$ cat src/rtl/dpcomm_map.svh
`ifndef DPCOMM_MAP_SVH
`define DPCOMM_MAP_SVH

// ----------------------------------------------------------------
// Register indexes (byte address is four times the index)
// ----------------------------------------------------------------
`define IDX_CTRL      14'h0000
`define IDX_HSHAKE    14'h0001
`define IDX_VARCNT    14'h0002
`define IDX_IRQ_STAT  14'h0003
`define IDX_IRQ_MASK  14'h0004
`define IDX_STATUS    14'h0005
`define IDX_LEVEL     14'h0788
`define IDX_VECTOR    14'h0789

// ----------------------------------------------------------------
// Field positions
// ----------------------------------------------------------------
`define CTRL_TIRQ     0
`define CTRL_BIN      1
`define CTRL_TCOMM    2
`define CTRL_SERVO    3
`define CTRL_BGREP    4
`define CTRL_BGVAR    5
`define CTRL_LIM      8
`define VARCNT_WR     8
`define EV_LINE       0
`define EV_CTRLZ      1
`define EV_BIN        2
`define STAT_PEND     2

// ----------------------------------------------------------------
// Reset values and limits
// ----------------------------------------------------------------
`define RST_LEVEL     24'h000000
`define RST_VECTOR    24'h0000a1
`define LIMIT_MAX     4'h8
`define VAR_MAX       8'h80

`endif

$ cat src/rtl/dpcomm_pkg.sv
package dpcomm_pkg;

    typedef enum logic [1:0] {
        PORT_SERIAL = 2'b00,
        PORT_IO     = 2'b01,
        PORT_DPRAM  = 2'b10
    } resp_port_t;

    typedef enum logic [1:0] {
        VAR_CMP_FOUR  = 2'b00,
        VAR_CMP_ONE   = 2'b01,
        VAR_AUX_ZERO  = 2'b10,
        VAR_BACKPLANE = 2'b11
    } variant_t;

    typedef enum logic {
        WALK_IDLE = 1'b0,
        WALK_RUN  = 1'b1
    } walk_state_t;

    typedef struct packed {
        logic        text_irq_enable;
        logic        binary_buffer_enable;
        logic        text_comm_enable;
        logic        servo_report_enable;
        logic        background_report_enable;
        logic        background_var_buffer_enable;
        logic [3:0]  report_index_limit;
        logic [1:0]  handshake_mode_setting;
        logic [7:0]  var_rd_count;
        logic [7:0]  var_wr_count;
        logic [2:0]  irq_status;
        logic [2:0]  irq_mask;
        logic [23:0] level_setup;
        logic [23:0] vector_setup;
        resp_port_t  resp_port;
        logic        text_pending;
        logic        irq;
        logic        dpram_resp_write;
        logic        bin_accept;
        logic        iack_seen;
        logic [7:0]  vector_out;
        logic        cmp_four;
        logic        cmp_one;
        logic        aux_zero;
        logic        bus_req;
        logic [2:0]  bus_level;
        logic [31:0] prdata;
        logic        pready;
        logic        pslverr;
    } top_state_t;

endpackage

$ cat src/rtl/pin_sync.sv
module pin_sync (
    // Clock and reset
    input  wire logic clk,
    input  wire logic rst_n,
    // Level in and out
    input  wire logic d,
    output logic      q
);

    typedef struct packed {
        logic s1;
        logic s2;
    } sync_state_t;

    sync_state_t s_q, s_d;

    always_comb begin
        s_d    = s_q;
        s_d.s1 = d;
        s_d.s2 = s_q.s1;
    end

    always_ff @(posedge clk or negedge rst_n) begin
        if (!rst_n) begin
            s_q <= '0;
        end else begin
            s_q <= s_d;
        end
    end

    assign q = s_q.s2;

endmodule

$ cat src/rtl/index_walker.sv
module index_walker
    import dpcomm_pkg::*;
#(
    parameter int W = 8
) (
    // Clock and reset
    input  wire logic         clk,
    input  wire logic         rst_n,
    // Start and length
    input  wire logic         start,
    input  wire logic [W-1:0] count,
    // Walk output
    output logic              busy,
    output logic              strobe,
    output logic [W-1:0]      index
);

    typedef struct packed {
        walk_state_t  st;
        logic [W-1:0] idx;
        logic [W-1:0] lim;
        logic         stb;
    } walk_t;

    walk_t s_q, s_d;

    // A start while busy is dropped: a slow walk simply skips one cycle
    always_comb begin
        s_d     = s_q;
        s_d.stb = 1'b0;
        case (s_q.st)
            WALK_IDLE: begin
                if (start && count != '0) begin
                    s_d.st  = WALK_RUN;
                    s_d.idx = W'(1);
                    s_d.lim = count;
                    s_d.stb = 1'b1;
                end
            end
            WALK_RUN: begin
                if (s_q.idx == s_q.lim) begin
                    s_d.st = WALK_IDLE;
                end else begin
                    s_d.idx = s_q.idx + W'(1);
                    s_d.stb = 1'b1;
                end
            end
            default: s_d.st = WALK_IDLE;
        endcase
    end

    always_ff @(posedge clk or negedge rst_n) begin
        if (!rst_n) begin
            s_q <= '0;
        end else begin
            s_q <= s_d;
        end
    end

    assign busy   = (s_q.st == WALK_RUN);
    assign strobe = s_q.stb;
    assign index  = s_q.idx;
endmodule

$ cat src/rtl/dpram_host_ctrl.sv
`include "dpcomm_map.svh"

module dpram_host_ctrl
    import dpcomm_pkg::*;
#(
    parameter variant_t VARIANT = VAR_CMP_ONE,
    parameter int       LIM_W   = 4,
    parameter int       VAR_W   = 8
) (
    // APB slave
    input  wire logic        pclk,
    input  wire logic        presetn,
    input  wire logic        psel,
    input  wire logic        penable,
    input  wire logic        pwrite,
    input  wire logic [15:0] paddr,
    input  wire logic [31:0] pwdata,
    output logic      [31:0] prdata,
    output logic             pready,
    output logic             pslverr,
    // Firmware events, one-cycle pulses on pclk
    input  wire logic        cmd_io_seen,
    input  wire logic        cmd_dpram_seen,
    input  wire logic        ctrl_z_seen,
    input  wire logic        resp_line_valid,
    input  wire logic        host_bin_write,
    input  wire logic        servo_cycle,
    input  wire logic        bg_cycle,
    // Host acknowledge pin, asynchronous
    input  wire logic        host_irq_ack,
    // Firmware-facing results
    output logic      [1:0]  resp_port,
    output logic      [1:0]  handshake_mode,
    output logic             dpram_resp_write,
    output logic             bin_accept,
    output logic             servo_rpt_strobe,
    output logic [LIM_W-1:0] servo_rpt_index,
    output logic             bg_rpt_strobe,
    output logic [LIM_W-1:0] bg_rpt_index,
    output logic             var_rd_strobe,
    output logic [VAR_W-1:0] var_rd_index,
    output logic             var_wr_strobe,
    output logic [VAR_W-1:0] var_wr_index,
    // Host interrupt lines
    output logic             compare_output_four,
    output logic             compare_output_one,
    output logic             aux_control_line_zero,
    output logic             bus_irq_req,
    output logic      [2:0]  bus_irq_level,
    output logic      [7:0]  bus_irq_vector,
    output logic             irq
);

    top_state_t s_q, s_d;
    logic       iack_s;
    logic       setup_ph;
    logic       hit;
    logic       access_wr;
    logic       line_ok;
    logic       iack_rise;
    logic       servo_go;
    logic       bg_go;
    logic       var_go;
    logic [13:0] idx;
    logic [31:0] rd_val;

    // ----------------------------------------------------------------
    // Pin synchroniser
    // ----------------------------------------------------------------
    pin_sync u_ack_sync (
        .clk   (pclk),
        .rst_n (presetn),
        .d     (host_irq_ack),
        .q     (iack_s)
    );

    assign idx       = paddr[15:2];
    assign setup_ph  = psel & ~penable;
    assign access_wr = psel & penable & s_q.pready & pwrite & hit;
    assign line_ok   = resp_line_valid & s_q.text_comm_enable
                       & (s_q.resp_port == PORT_DPRAM);
    assign iack_rise = iack_s & ~s_q.iack_seen;

    // ----------------------------------------------------------------
    // Next state
    // ----------------------------------------------------------------
    always_comb begin
        logic [3:0] lim;
        lim    = pwdata[`CTRL_LIM +: 4];
        s_d    = s_q;
        hit    = (paddr[1:0] == 2'b00);
        rd_val = '0;
        case (idx)
            `IDX_CTRL: begin
                rd_val[`CTRL_TIRQ]          = s_q.text_irq_enable;
                rd_val[`CTRL_BIN]           = s_q.binary_buffer_enable;
                rd_val[`CTRL_TCOMM]         = s_q.text_comm_enable;
                rd_val[`CTRL_SERVO]         = s_q.servo_report_enable;
                rd_val[`CTRL_BGREP]         = s_q.background_report_enable;
                rd_val[`CTRL_BGVAR]         = s_q.background_var_buffer_enable;
                rd_val[`CTRL_LIM +: 4]      = s_q.report_index_limit;
            end
            `IDX_HSHAKE:   rd_val[1:0] = s_q.handshake_mode_setting;
            `IDX_VARCNT: begin
                rd_val[7:0]                 = s_q.var_rd_count;
                rd_val[`VARCNT_WR +: 8]     = s_q.var_wr_count;
            end
            `IDX_IRQ_STAT: rd_val[2:0] = s_q.irq_status;
            `IDX_IRQ_MASK: rd_val[2:0] = s_q.irq_mask;
            `IDX_STATUS: begin
                rd_val[1:0]                 = s_q.resp_port;
                rd_val[`STAT_PEND]          = s_q.text_pending;
            end
            `IDX_LEVEL:    rd_val[23:0] = s_q.level_setup;
            `IDX_VECTOR:   rd_val[23:0] = s_q.vector_setup;
            default:       hit = 1'b0;
        endcase

        // Read data is caught in the setup cycle so that prdata is a flop
        s_d.pready  = setup_ph;
        s_d.pslverr = setup_ph & ~hit;
        if (setup_ph) begin
            s_d.prdata = rd_val;
        end

        if (access_wr) begin
            case (idx)
                `IDX_CTRL: begin
                    s_d.text_irq_enable              = pwdata[`CTRL_TIRQ];
                    s_d.binary_buffer_enable         = pwdata[`CTRL_BIN];
                    s_d.text_comm_enable             = pwdata[`CTRL_TCOMM];
                    s_d.servo_report_enable          = pwdata[`CTRL_SERVO];
                    s_d.background_report_enable     = pwdata[`CTRL_BGREP];
                    s_d.background_var_buffer_enable = pwdata[`CTRL_BGVAR];
                    s_d.report_index_limit = (lim > `LIMIT_MAX) ? `LIMIT_MAX : lim;
                    if (pwdata[`CTRL_TCOMM]) begin
                        s_d.handshake_mode_setting[0] = 1'b0;
                    end else if (s_q.resp_port == PORT_DPRAM) begin
                        s_d.resp_port = PORT_SERIAL;
                    end
                end
                `IDX_HSHAKE: s_d.handshake_mode_setting = pwdata[1:0];
                `IDX_VARCNT: begin
                    s_d.var_rd_count = (pwdata[7:0] > `VAR_MAX) ? `VAR_MAX : pwdata[7:0];
                    s_d.var_wr_count = (pwdata[`VARCNT_WR +: 8] > `VAR_MAX)
                                       ? `VAR_MAX : pwdata[`VARCNT_WR +: 8];
                end
                `IDX_IRQ_STAT: s_d.irq_status   = s_q.irq_status & ~pwdata[2:0];
                `IDX_IRQ_MASK: s_d.irq_mask     = pwdata[2:0];
                `IDX_LEVEL:    s_d.level_setup  = pwdata[23:0];
                `IDX_VECTOR:   s_d.vector_setup = pwdata[23:0];
                default: ;
            endcase
        end

        // Port follows the latest command; DPRAM commands need text comm
        if (cmd_io_seen) begin
            s_d.resp_port = PORT_IO;
        end
        if (cmd_dpram_seen && s_q.text_comm_enable) begin
            s_d.resp_port = PORT_DPRAM;
        end
        // Control-Z is the newest event, so it overrides a same-cycle write
        if (ctrl_z_seen) begin
            s_d.text_comm_enable = 1'b0;
            s_d.resp_port        = PORT_SERIAL;
        end

        s_d.dpram_resp_write = line_ok;
        s_d.bin_accept       = host_bin_write & s_q.binary_buffer_enable;

        // Host acknowledge clears the pending line; a new line wins
        s_d.iack_seen = iack_s;
        if (iack_rise) begin
            s_d.text_pending = 1'b0;
        end
        if (line_ok && s_q.text_irq_enable) begin
            s_d.text_pending = 1'b1;
        end

        s_d.irq_status[`EV_LINE]  = s_d.irq_status[`EV_LINE] | line_ok;
        s_d.irq_status[`EV_CTRLZ] = s_d.irq_status[`EV_CTRLZ] | ctrl_z_seen;
        s_d.irq_status[`EV_BIN]   = s_d.irq_status[`EV_BIN] | s_d.bin_accept;
        s_d.irq = |(s_d.irq_status & s_d.irq_mask);

        // Only the line of the chosen build is ever driven
        s_d.cmp_four  = s_d.text_pending & (VARIANT == VAR_CMP_FOUR);
        s_d.cmp_one   = s_d.text_pending & (VARIANT == VAR_CMP_ONE);
        s_d.aux_zero  = s_d.text_pending & (VARIANT == VAR_AUX_ZERO);
        s_d.bus_req   = s_d.text_pending & (VARIANT == VAR_BACKPLANE);
        s_d.bus_level = (VARIANT == VAR_BACKPLANE) ? s_d.level_setup[2:0] : 3'h0;
        s_d.vector_out = (iack_s && VARIANT == VAR_BACKPLANE)
                         ? s_q.vector_setup[7:0] + 8'h01 : 8'h00;
    end

    always_ff @(posedge pclk or negedge presetn) begin
        if (!presetn) begin
            s_q              <= '0;
            s_q.level_setup  <= `RST_LEVEL;
            s_q.vector_setup <= `RST_VECTOR;
            s_q.resp_port    <= PORT_SERIAL;
        end else begin
            s_q <= s_d;
        end
    end

    // ----------------------------------------------------------------
    // Report and variable walkers
    // ----------------------------------------------------------------
    // Limit zero gives a zero count, so the walker stays idle
    assign servo_go = servo_cycle & s_q.servo_report_enable;
    assign bg_go    = bg_cycle & s_q.background_report_enable;
    assign var_go   = bg_cycle & s_q.background_var_buffer_enable;

    index_walker #(.W(LIM_W)) u_servo (
        .clk    (pclk),
        .rst_n  (presetn),
        .start  (servo_go),
        .count  (s_q.report_index_limit),
        .busy   (),
        .strobe (servo_rpt_strobe),
        .index  (servo_rpt_index)
    );

    index_walker #(.W(LIM_W)) u_bg (
        .clk    (pclk),
        .rst_n  (presetn),
        .start  (bg_go),
        .count  (s_q.report_index_limit),
        .busy   (),
        .strobe (bg_rpt_strobe),
        .index  (bg_rpt_index)
    );

    index_walker #(.W(VAR_W)) u_var_rd (
        .clk    (pclk),
        .rst_n  (presetn),
        .start  (var_go),
        .count  (s_q.var_rd_count),
        .busy   (),
        .strobe (var_rd_strobe),
        .index  (var_rd_index)
    );

    index_walker #(.W(VAR_W)) u_var_wr (
        .clk    (pclk),
        .rst_n  (presetn),
        .start  (var_go),
        .count  (s_q.var_wr_count),
        .busy   (),
        .strobe (var_wr_strobe),
        .index  (var_wr_index)
    );

    // ----------------------------------------------------------------
    // Outputs
    // ----------------------------------------------------------------
    assign prdata                = s_q.prdata;
    assign pready                = s_q.pready;
    assign pslverr               = s_q.pslverr;
    assign resp_port             = s_q.resp_port;
    assign handshake_mode        = s_q.handshake_mode_setting;
    assign dpram_resp_write      = s_q.dpram_resp_write;
    assign bin_accept            = s_q.bin_accept;
    assign compare_output_four   = s_q.cmp_four;
    assign compare_output_one    = s_q.cmp_one;
    assign aux_control_line_zero = s_q.aux_zero;
    assign bus_irq_req           = s_q.bus_req;
    assign bus_irq_level         = s_q.bus_level;
    assign bus_irq_vector        = s_q.vector_out;
    assign irq                   = s_q.irq;
endmodule

$ cat config.mk
export PLATFORM = sky130hd
export DESIGN_NAME = dpram_host_ctrl
export DESIGN_NICKNAME = d
export VERILOG_FILES = /design/src/rtl/dpcomm_pkg.sv /design/src/rtl/pin_sync.sv /design/src/rtl/index_walker.sv /design/src/rtl/dpram_host_ctrl.sv
export VERILOG_INCLUDE_DIRS = /design/src /design/src/rtl
export SDC_FILE = /design/constraint.sdc
export NUM_CORES = 1
export LEC_CHECK = 0
export ABC_CLOCK_PERIOD_IN_PS = 1700
export BUFFER_PORTS_ARGS = -buffer_cell sky130_fd_sc_hd__clkbuf_2
export CORE_MARGIN = 3
export CORE_UTILIZATION = 38
export CTS_CLUSTER_DIAMETER = 50
export CTS_CLUSTER_SIZE = 14
export DETAILED_ROUTE_END_ITERATION = 10
export HOLD_SLACK_MARGIN = 0.12
export PLACE_DENSITY_LB_ADDON = 0.1
export SLEW_MARGIN = 20
export SYNTH_ARGS = -nofsm -noshare
export SYNTH_HDL_FRONTEND = slang
export SYNTH_SLANG_ARGS = --single-unit
$ cat constraint.sdc
create_clock -name pclk -period 1.7 [get_ports pclk]
set_input_delay 0.34 -clock pclk [delete_from_list [all_inputs] [get_ports pclk]]
set_output_delay 0.34 -clock pclk [all_outputs]
set_load 0.05 [all_outputs]
# Word-level counts from Yosys, hierarchy flattened
# Cells that the tools add are included.
# Widths: inputs -> output; s select.
[totals]
wordCells = 183
out_inout_bits = 84
register_bits = 173
[op_classes]
addsub = 4
order_cmp = 3
reduce_logical = 36
n_bitwise = 26
muxes = 50
n_eq_ne = 22
[ops]
columns = ["operator", "count"]
rows = [
  ["$mux 82", 1],
  ["$mux 24", 2],
  ["$mux 8", 5],
  ["$mux 18", 2],
  ["$pmux 9 s2", 2],
  ["$eq 14x11->1 const B", 2],
  ["$eq 14x2->1 const B", 2],
  ["$eq 14x3->1 const B", 2],
  ["$reduce_and 2->1", 14],
  ["$mux 10", 2],
  ["$pmux 5 s2", 2],
  ["$add 8x1->8 const B", 2],
  ["$eq 8x8->1", 2],
  ["$gt 8x8->1 const B", 2],
  ["$mux 16", 1],
  ["$pmux 2 s8", 1],
  ["$pmux 4 s4", 1],
  ["$pmux 8 s2", 1],
  ["$reduce_bool 4->1", 4],
  ["$reduce_bool 8->1", 2],
  ["$eq 14x1->1 const B", 1],
  ["$logic_not 14->1", 1],
  ["$and 1x1->1", 13],
  ["$mux 2", 6],
  ["other kinds (26)", 68],
]

# Longest topological paths before layout
[logic_depth]
depth_word = 8
mapped_depth = 8

# Cells and area by module
# A second synthesis with hierarchy kept.
[hier_totals]
hier_cells = 752
area_unflattened_um2 = 8384.3
[by_module_without_submodules]
columns = ["module", "cells_each", "area_per_inst_um2", "n_inst"]
rows = [
  ["dpram_host_ctrl", 476, 5376.4, 1],
  ["index_walker (u_var_rd ...)", 85, 964.7, 2],
  ["index_walker (u_bg ...)", 52, 514.2, 2],
  ["pin_sync", 2, 50.0, 1],
]

# Worst setup path after synthesis
# No wires, ideal clock.
[synth_timing]
path_kind = "input to register"
startpoint = "input port paddr[8]"
endpoint = "register s_q[111] in the netlist's numbering"
n_path_buf = 2
setup_slack_ns = -0.467
cell_stages = 7
arrival_ns = 2.042
required_time_ns = 1.575
setup_time_ns = 0.125
cell_sequence = "nor4_4 -> nand4b_4 -> nor4b_4 -> and2b_1 -> buf_6 -> buf_12 -> mux2_4"
[synth_via]
elab_chain_cells = 5
elab_cells_between_ends = 12
[synth_rtl]
columns = ["element", "line_no", "source"]
rows = [
  ["from (decl)", "dpram_host_ctrl.sv:16", "input wire logic [15:0] paddr,"],
  ["$eq 14x11->1 (tied with other cells)", "dpram_host_ctrl.sv:93", "case (idx)"],
  ["$reduce_or 8->1 (no line)", "n/a", ""],
  ["$mux 1", "dpram_host_ctrl.sv:93", ""],
  ["$and 1x1->1", "dpram_host_ctrl.sv:79", "assign access_wr = psel & penable & s_q.pready & pwrite & hit;"],
  ["$reduce_and 2->1 (no line) *", "n/a", ""],
  ["to (decl)", "dpram_host_ctrl.sv:54", "top_state_t s_q, s_d;"],
]
# Mark *: on every way between the ends. The rest lies on a longest branch, timed or not.
# A chain may end at the register's enable or synchronous reset.

# Final worst setup path
[layout_timing]
startpoint = "register s_q (netlist bit pready)"
endpoint = "register s_q[122] in the netlist's numbering"
[layout_via]
elab_chain_cells = 4
[layout_rtl]
columns = ["element", "line_no"]
rows = [
  ["$and 1x1->1 (3 in series)", "dpram_host_ctrl.sv:79"],
  ["$reduce_and 2->1 (no line)", "n/a"],
]
# No other way between the ends.

==> impl_metrics.toml <==
[route]
vias_per_cell = 5.133
drt_iter0_drc = 361
drc_errors = 0
ant_nets = 0
num_vias = 6001
drt-total-wl_mm = 20.88
dr.pass1.iters = 4
wire_per_inst_microns = 17.86

[layout]
n_antenna_cell = 0
fill_cells = 1973
instances_no_fill = 1169
drive_gt1_frac = 0.4318
area_growth_pct = 25.34
design_area_sq_um = 10430
final_core_util = 0.4902
multiInputGateArea_sq_um = 3636
regArea_sq_um = 4238
final_nets = 946

[synthesis]
synth_cells = 723
synth_area_per_cell_sq_um = 11.51
synth-seq-cells = 169
syn_area_sq_um = 8324
synth_edf_count = 0
synth-warning-count = 0
yosysSeqAreaShare = 0.5085
async_reset_ff_frac = 1.000
synth_flop_cell = "dfrtp_1"
ys_types = 68

[worst_setup_path]
end_kind = "flip-flop"
cp_max_fo = 8
cp.required_ns = 2.02
critPathLaunchType = "flip-flop"
critPathArrivalTime_ns = 2.02
critPathKind = "flip-flop to flip-flop"

[clocking]
cts_tree = "yes"
clock_sinks = 169
cts_buffers = 17
htree_levels = 4
root_buffer = "clkbuf_16"
clockBufferDepth = 2
clkLatencyLatePin_ns = 0.45
clkTransAtPathRegs_ns = 0.08

[timing]
min_period_ns = 1.704
finalClockSkew_ns = 0.02230
setup_tns_ns = -0.006206
layout_setup_ws_ns = -0.003688
rsz0062_at_grt = "true"
finalHoldViolCount = 0
fin_crit_sh = 1.002
finalMaxSlewViolations = 0
setup_viol = 2
fmax_mhz = 587.0

[pwr]
power_density_nw_per_um2 = 837.0
p_leak_nw = 5.284
ir_drop_mv = 0.4959

[status]
outcome = "finished with violations"
failed_checks = "negative setup slack"

[placed_design]
place_hpwl_mm = 15.11
post-place-cells = 1124
placed_area_sq_um = 9533
gp_congestion = 0.8274
io_buffers = 114

[die]
dieArea_sq_um = 23720
fp.dieH_microns = 154.0
start_util = 0.3911
die_w_microns = 154.0
core_sq_um = 21290
ios = 145
num_rows = 53

[grt]
grt-ovfl-total = 0
grt_pass1_vias = 6187
grt_max_degree = 69
grt_pass1_wl_mm = 33.40
track_usage = 0.1759
antenna_found_initial = 0

[flow_run]
cap_violations = 0

[hold_path]
hold_class = "primary input to flip-flop"
## cells in the mapped netlist, drive strengths merged (11+ instances only)
| cell type | n | area, sq um |
|---|---|---|
| buf | 88 | 658.1 |
| inv | 12 | 45.04 |
| o21ai | 27 | 135.1 |
| clkbuf | 11 | 41.29 |
| nand2 | 72 | 270.3 |
| mux2i | 11 | 110.1 |
| xnor2 | 17 | 148.9 |
| nand3 | 12 | 60.06 |
| dfrtp | 166 | 4154 |
| xor2 | 18 | 157.7 |
| a22o | 16 | 148.9 |
| nor2b | 14 | 87.58 |
| mux2 | 78 | 915.9 |
| nor2 | 36 | 135.1 |
## logic make-up (layout without fill, tap and decap cells)
| group | Yosys count | in the layout | share of synthesized area |
|---|---|---|---|
| AO/OA/AOI/OAI | 112 | 112 | 0.1060 |
| XOR/XNOR | 35 | 35 | 0.03683 |
| adder cells (fa/ha/maj) | 4 | 4 | 0.006013 |
| buffers and inverters | 113 | 263 | 0.09033 |
| flip-flops | 169 | 169 | 0.5085 |
| multiplexers | 89 | 89 | 0.1233 |
| other | 1 | 22 | 0.0004505 |
| AND/OR/NAND/NOR | 200 | 200 | 0.1287 |
## path summary, 6_finish.rpt
path	from	endpoint	slack (ns)	depth (start not counted)
worst max-delay path	pready	s_q[122]	-0.004	6
worst min-delay path	pwdata[21]	s_q[77]	0.13	2
worst max register to register	pready	s_q[122]	-0.004	6
worst min register to register	u_ack_sync.s_d[0]	u_ack_sync.q	0.36	0
max in group asynchronous	presetn	s_q[56]	0.84	3
min in group asynchronous	presetn	u_var_wr.index[7]	0.26	2
## report_power, final
part,leakage (nW),internal [mW],switching [mW]
logic,2.75,0.199,0.524
registers,2.25,4.06,0.0307
clock network,0.291,1.99,1.92
## worst max-delay path: stages, from the launching register on
cell	delay (ns)
dfrtp_2	0.36
and4_4	0.25
nand2_4	0.06
buf_6	0.14
and2b_4	0.30
buf_12	0.15
mux2_4	0.30
## final cells by class
type | instances | area share
repair buffers | 217 | 0.1503
clock inverters | 15 | 0.01631
multi-input cells | 462 | 0.3485
clock buffers | 17 | 0.04077
inverters | 14 | 0.005037
well taps | 275 | 0.03298
flip-flops and latches | 169 | 0.4062
## registers in the layout, summed over array words and instances (netlist names)
signal / count
u_var_wr.index: 8
u_bg.busy: 1
u_ack_sync.s_d: 1
u_var_rd.s_q: 8
pready: 1
u_var_wr.s_q: 8
u_servo.busy: 1
pslverr: 1
dpram_resp_write: 1
handshake_mode: 2
s_q: 81
u_bg.index: 4
u_var_rd.busy: 1
u_var_rd.index: 8
u_bg.s_q: 4
u_servo.s_q: 4
bin_accept: 1
prdata: 24
u_ack_sync.q: 1
resp_port: 2
u_servo.index: 4
irq: 1
u_var_wr.busy: 1
compare_output_one: 1
## repair_timing
action,in CTS,in global routing
endpoints found under the setup margin,72,104
pin swaps,0,11
resized for setup,10,28
hold endpoints to repair,172,0
cloned,1,2
setup buffers,0,6
hold buffers,4,0
## per-layer routing
metal  track usage  up-vias  share of wire
met5             0        -              0
li1              -     2822              -
met4       0.04962        0          0.016
met3       0.03743       21          0.035
met1        0.2367     3037           0.47
met2        0.2881      121           0.48
## per-stage QoR
| step | power, mW | worst slack, ns | hold slack (ns) |
|---|---|---|---|
| 2_1_floorplan | 4.657 | -0.4666 | 0.04441 |
| 3_3_place_gp | 4.881 | -0.4015 | 0.1503 |
| 3_5_place_dp | 4.889 | -0.4667 | 0.1495 |
| 4_1_cts | 8.844 | -0.02854 | 0.1206 |
| 5_1_grt | 9.057 | -0.09302 | 0.1274 |
| 6_report | 8.734 | -0.003688 | 0.1307 |
## placed cells by master (no fill, tap or decap), types with 8 or more instances in the layout
| cell | n |
|---|---|
| dfrtp_1 | 162 |
| clkbuf_2 | 113 |
| buf_4 | 81 |
| nand2_1 | 70 |
| mux2_2 | 61 |
| nor2_1 | 34 |
| conb_1 | 22 |
| clkbuf_16 | 19 |
| xor2_1 | 18 |
| xnor2_1 | 17 |
| mux2_4 | 17 |
| o21ai_0 | 15 |
| nor2b_1 | 14 |
| inv_1 | 12 |
| mux2i_1 | 11 |
| buf_12 | 11 |
| nand3_1 | 10 |
| nand4_1 | 9 |
| a22o_1 | 9 |
| o21ai_1 | 9 |
| nand2b_1 | 8 |
| nor3_1 | 8 |
| a221oi_2 | 8 |
(Power assumes the default switching activity.)
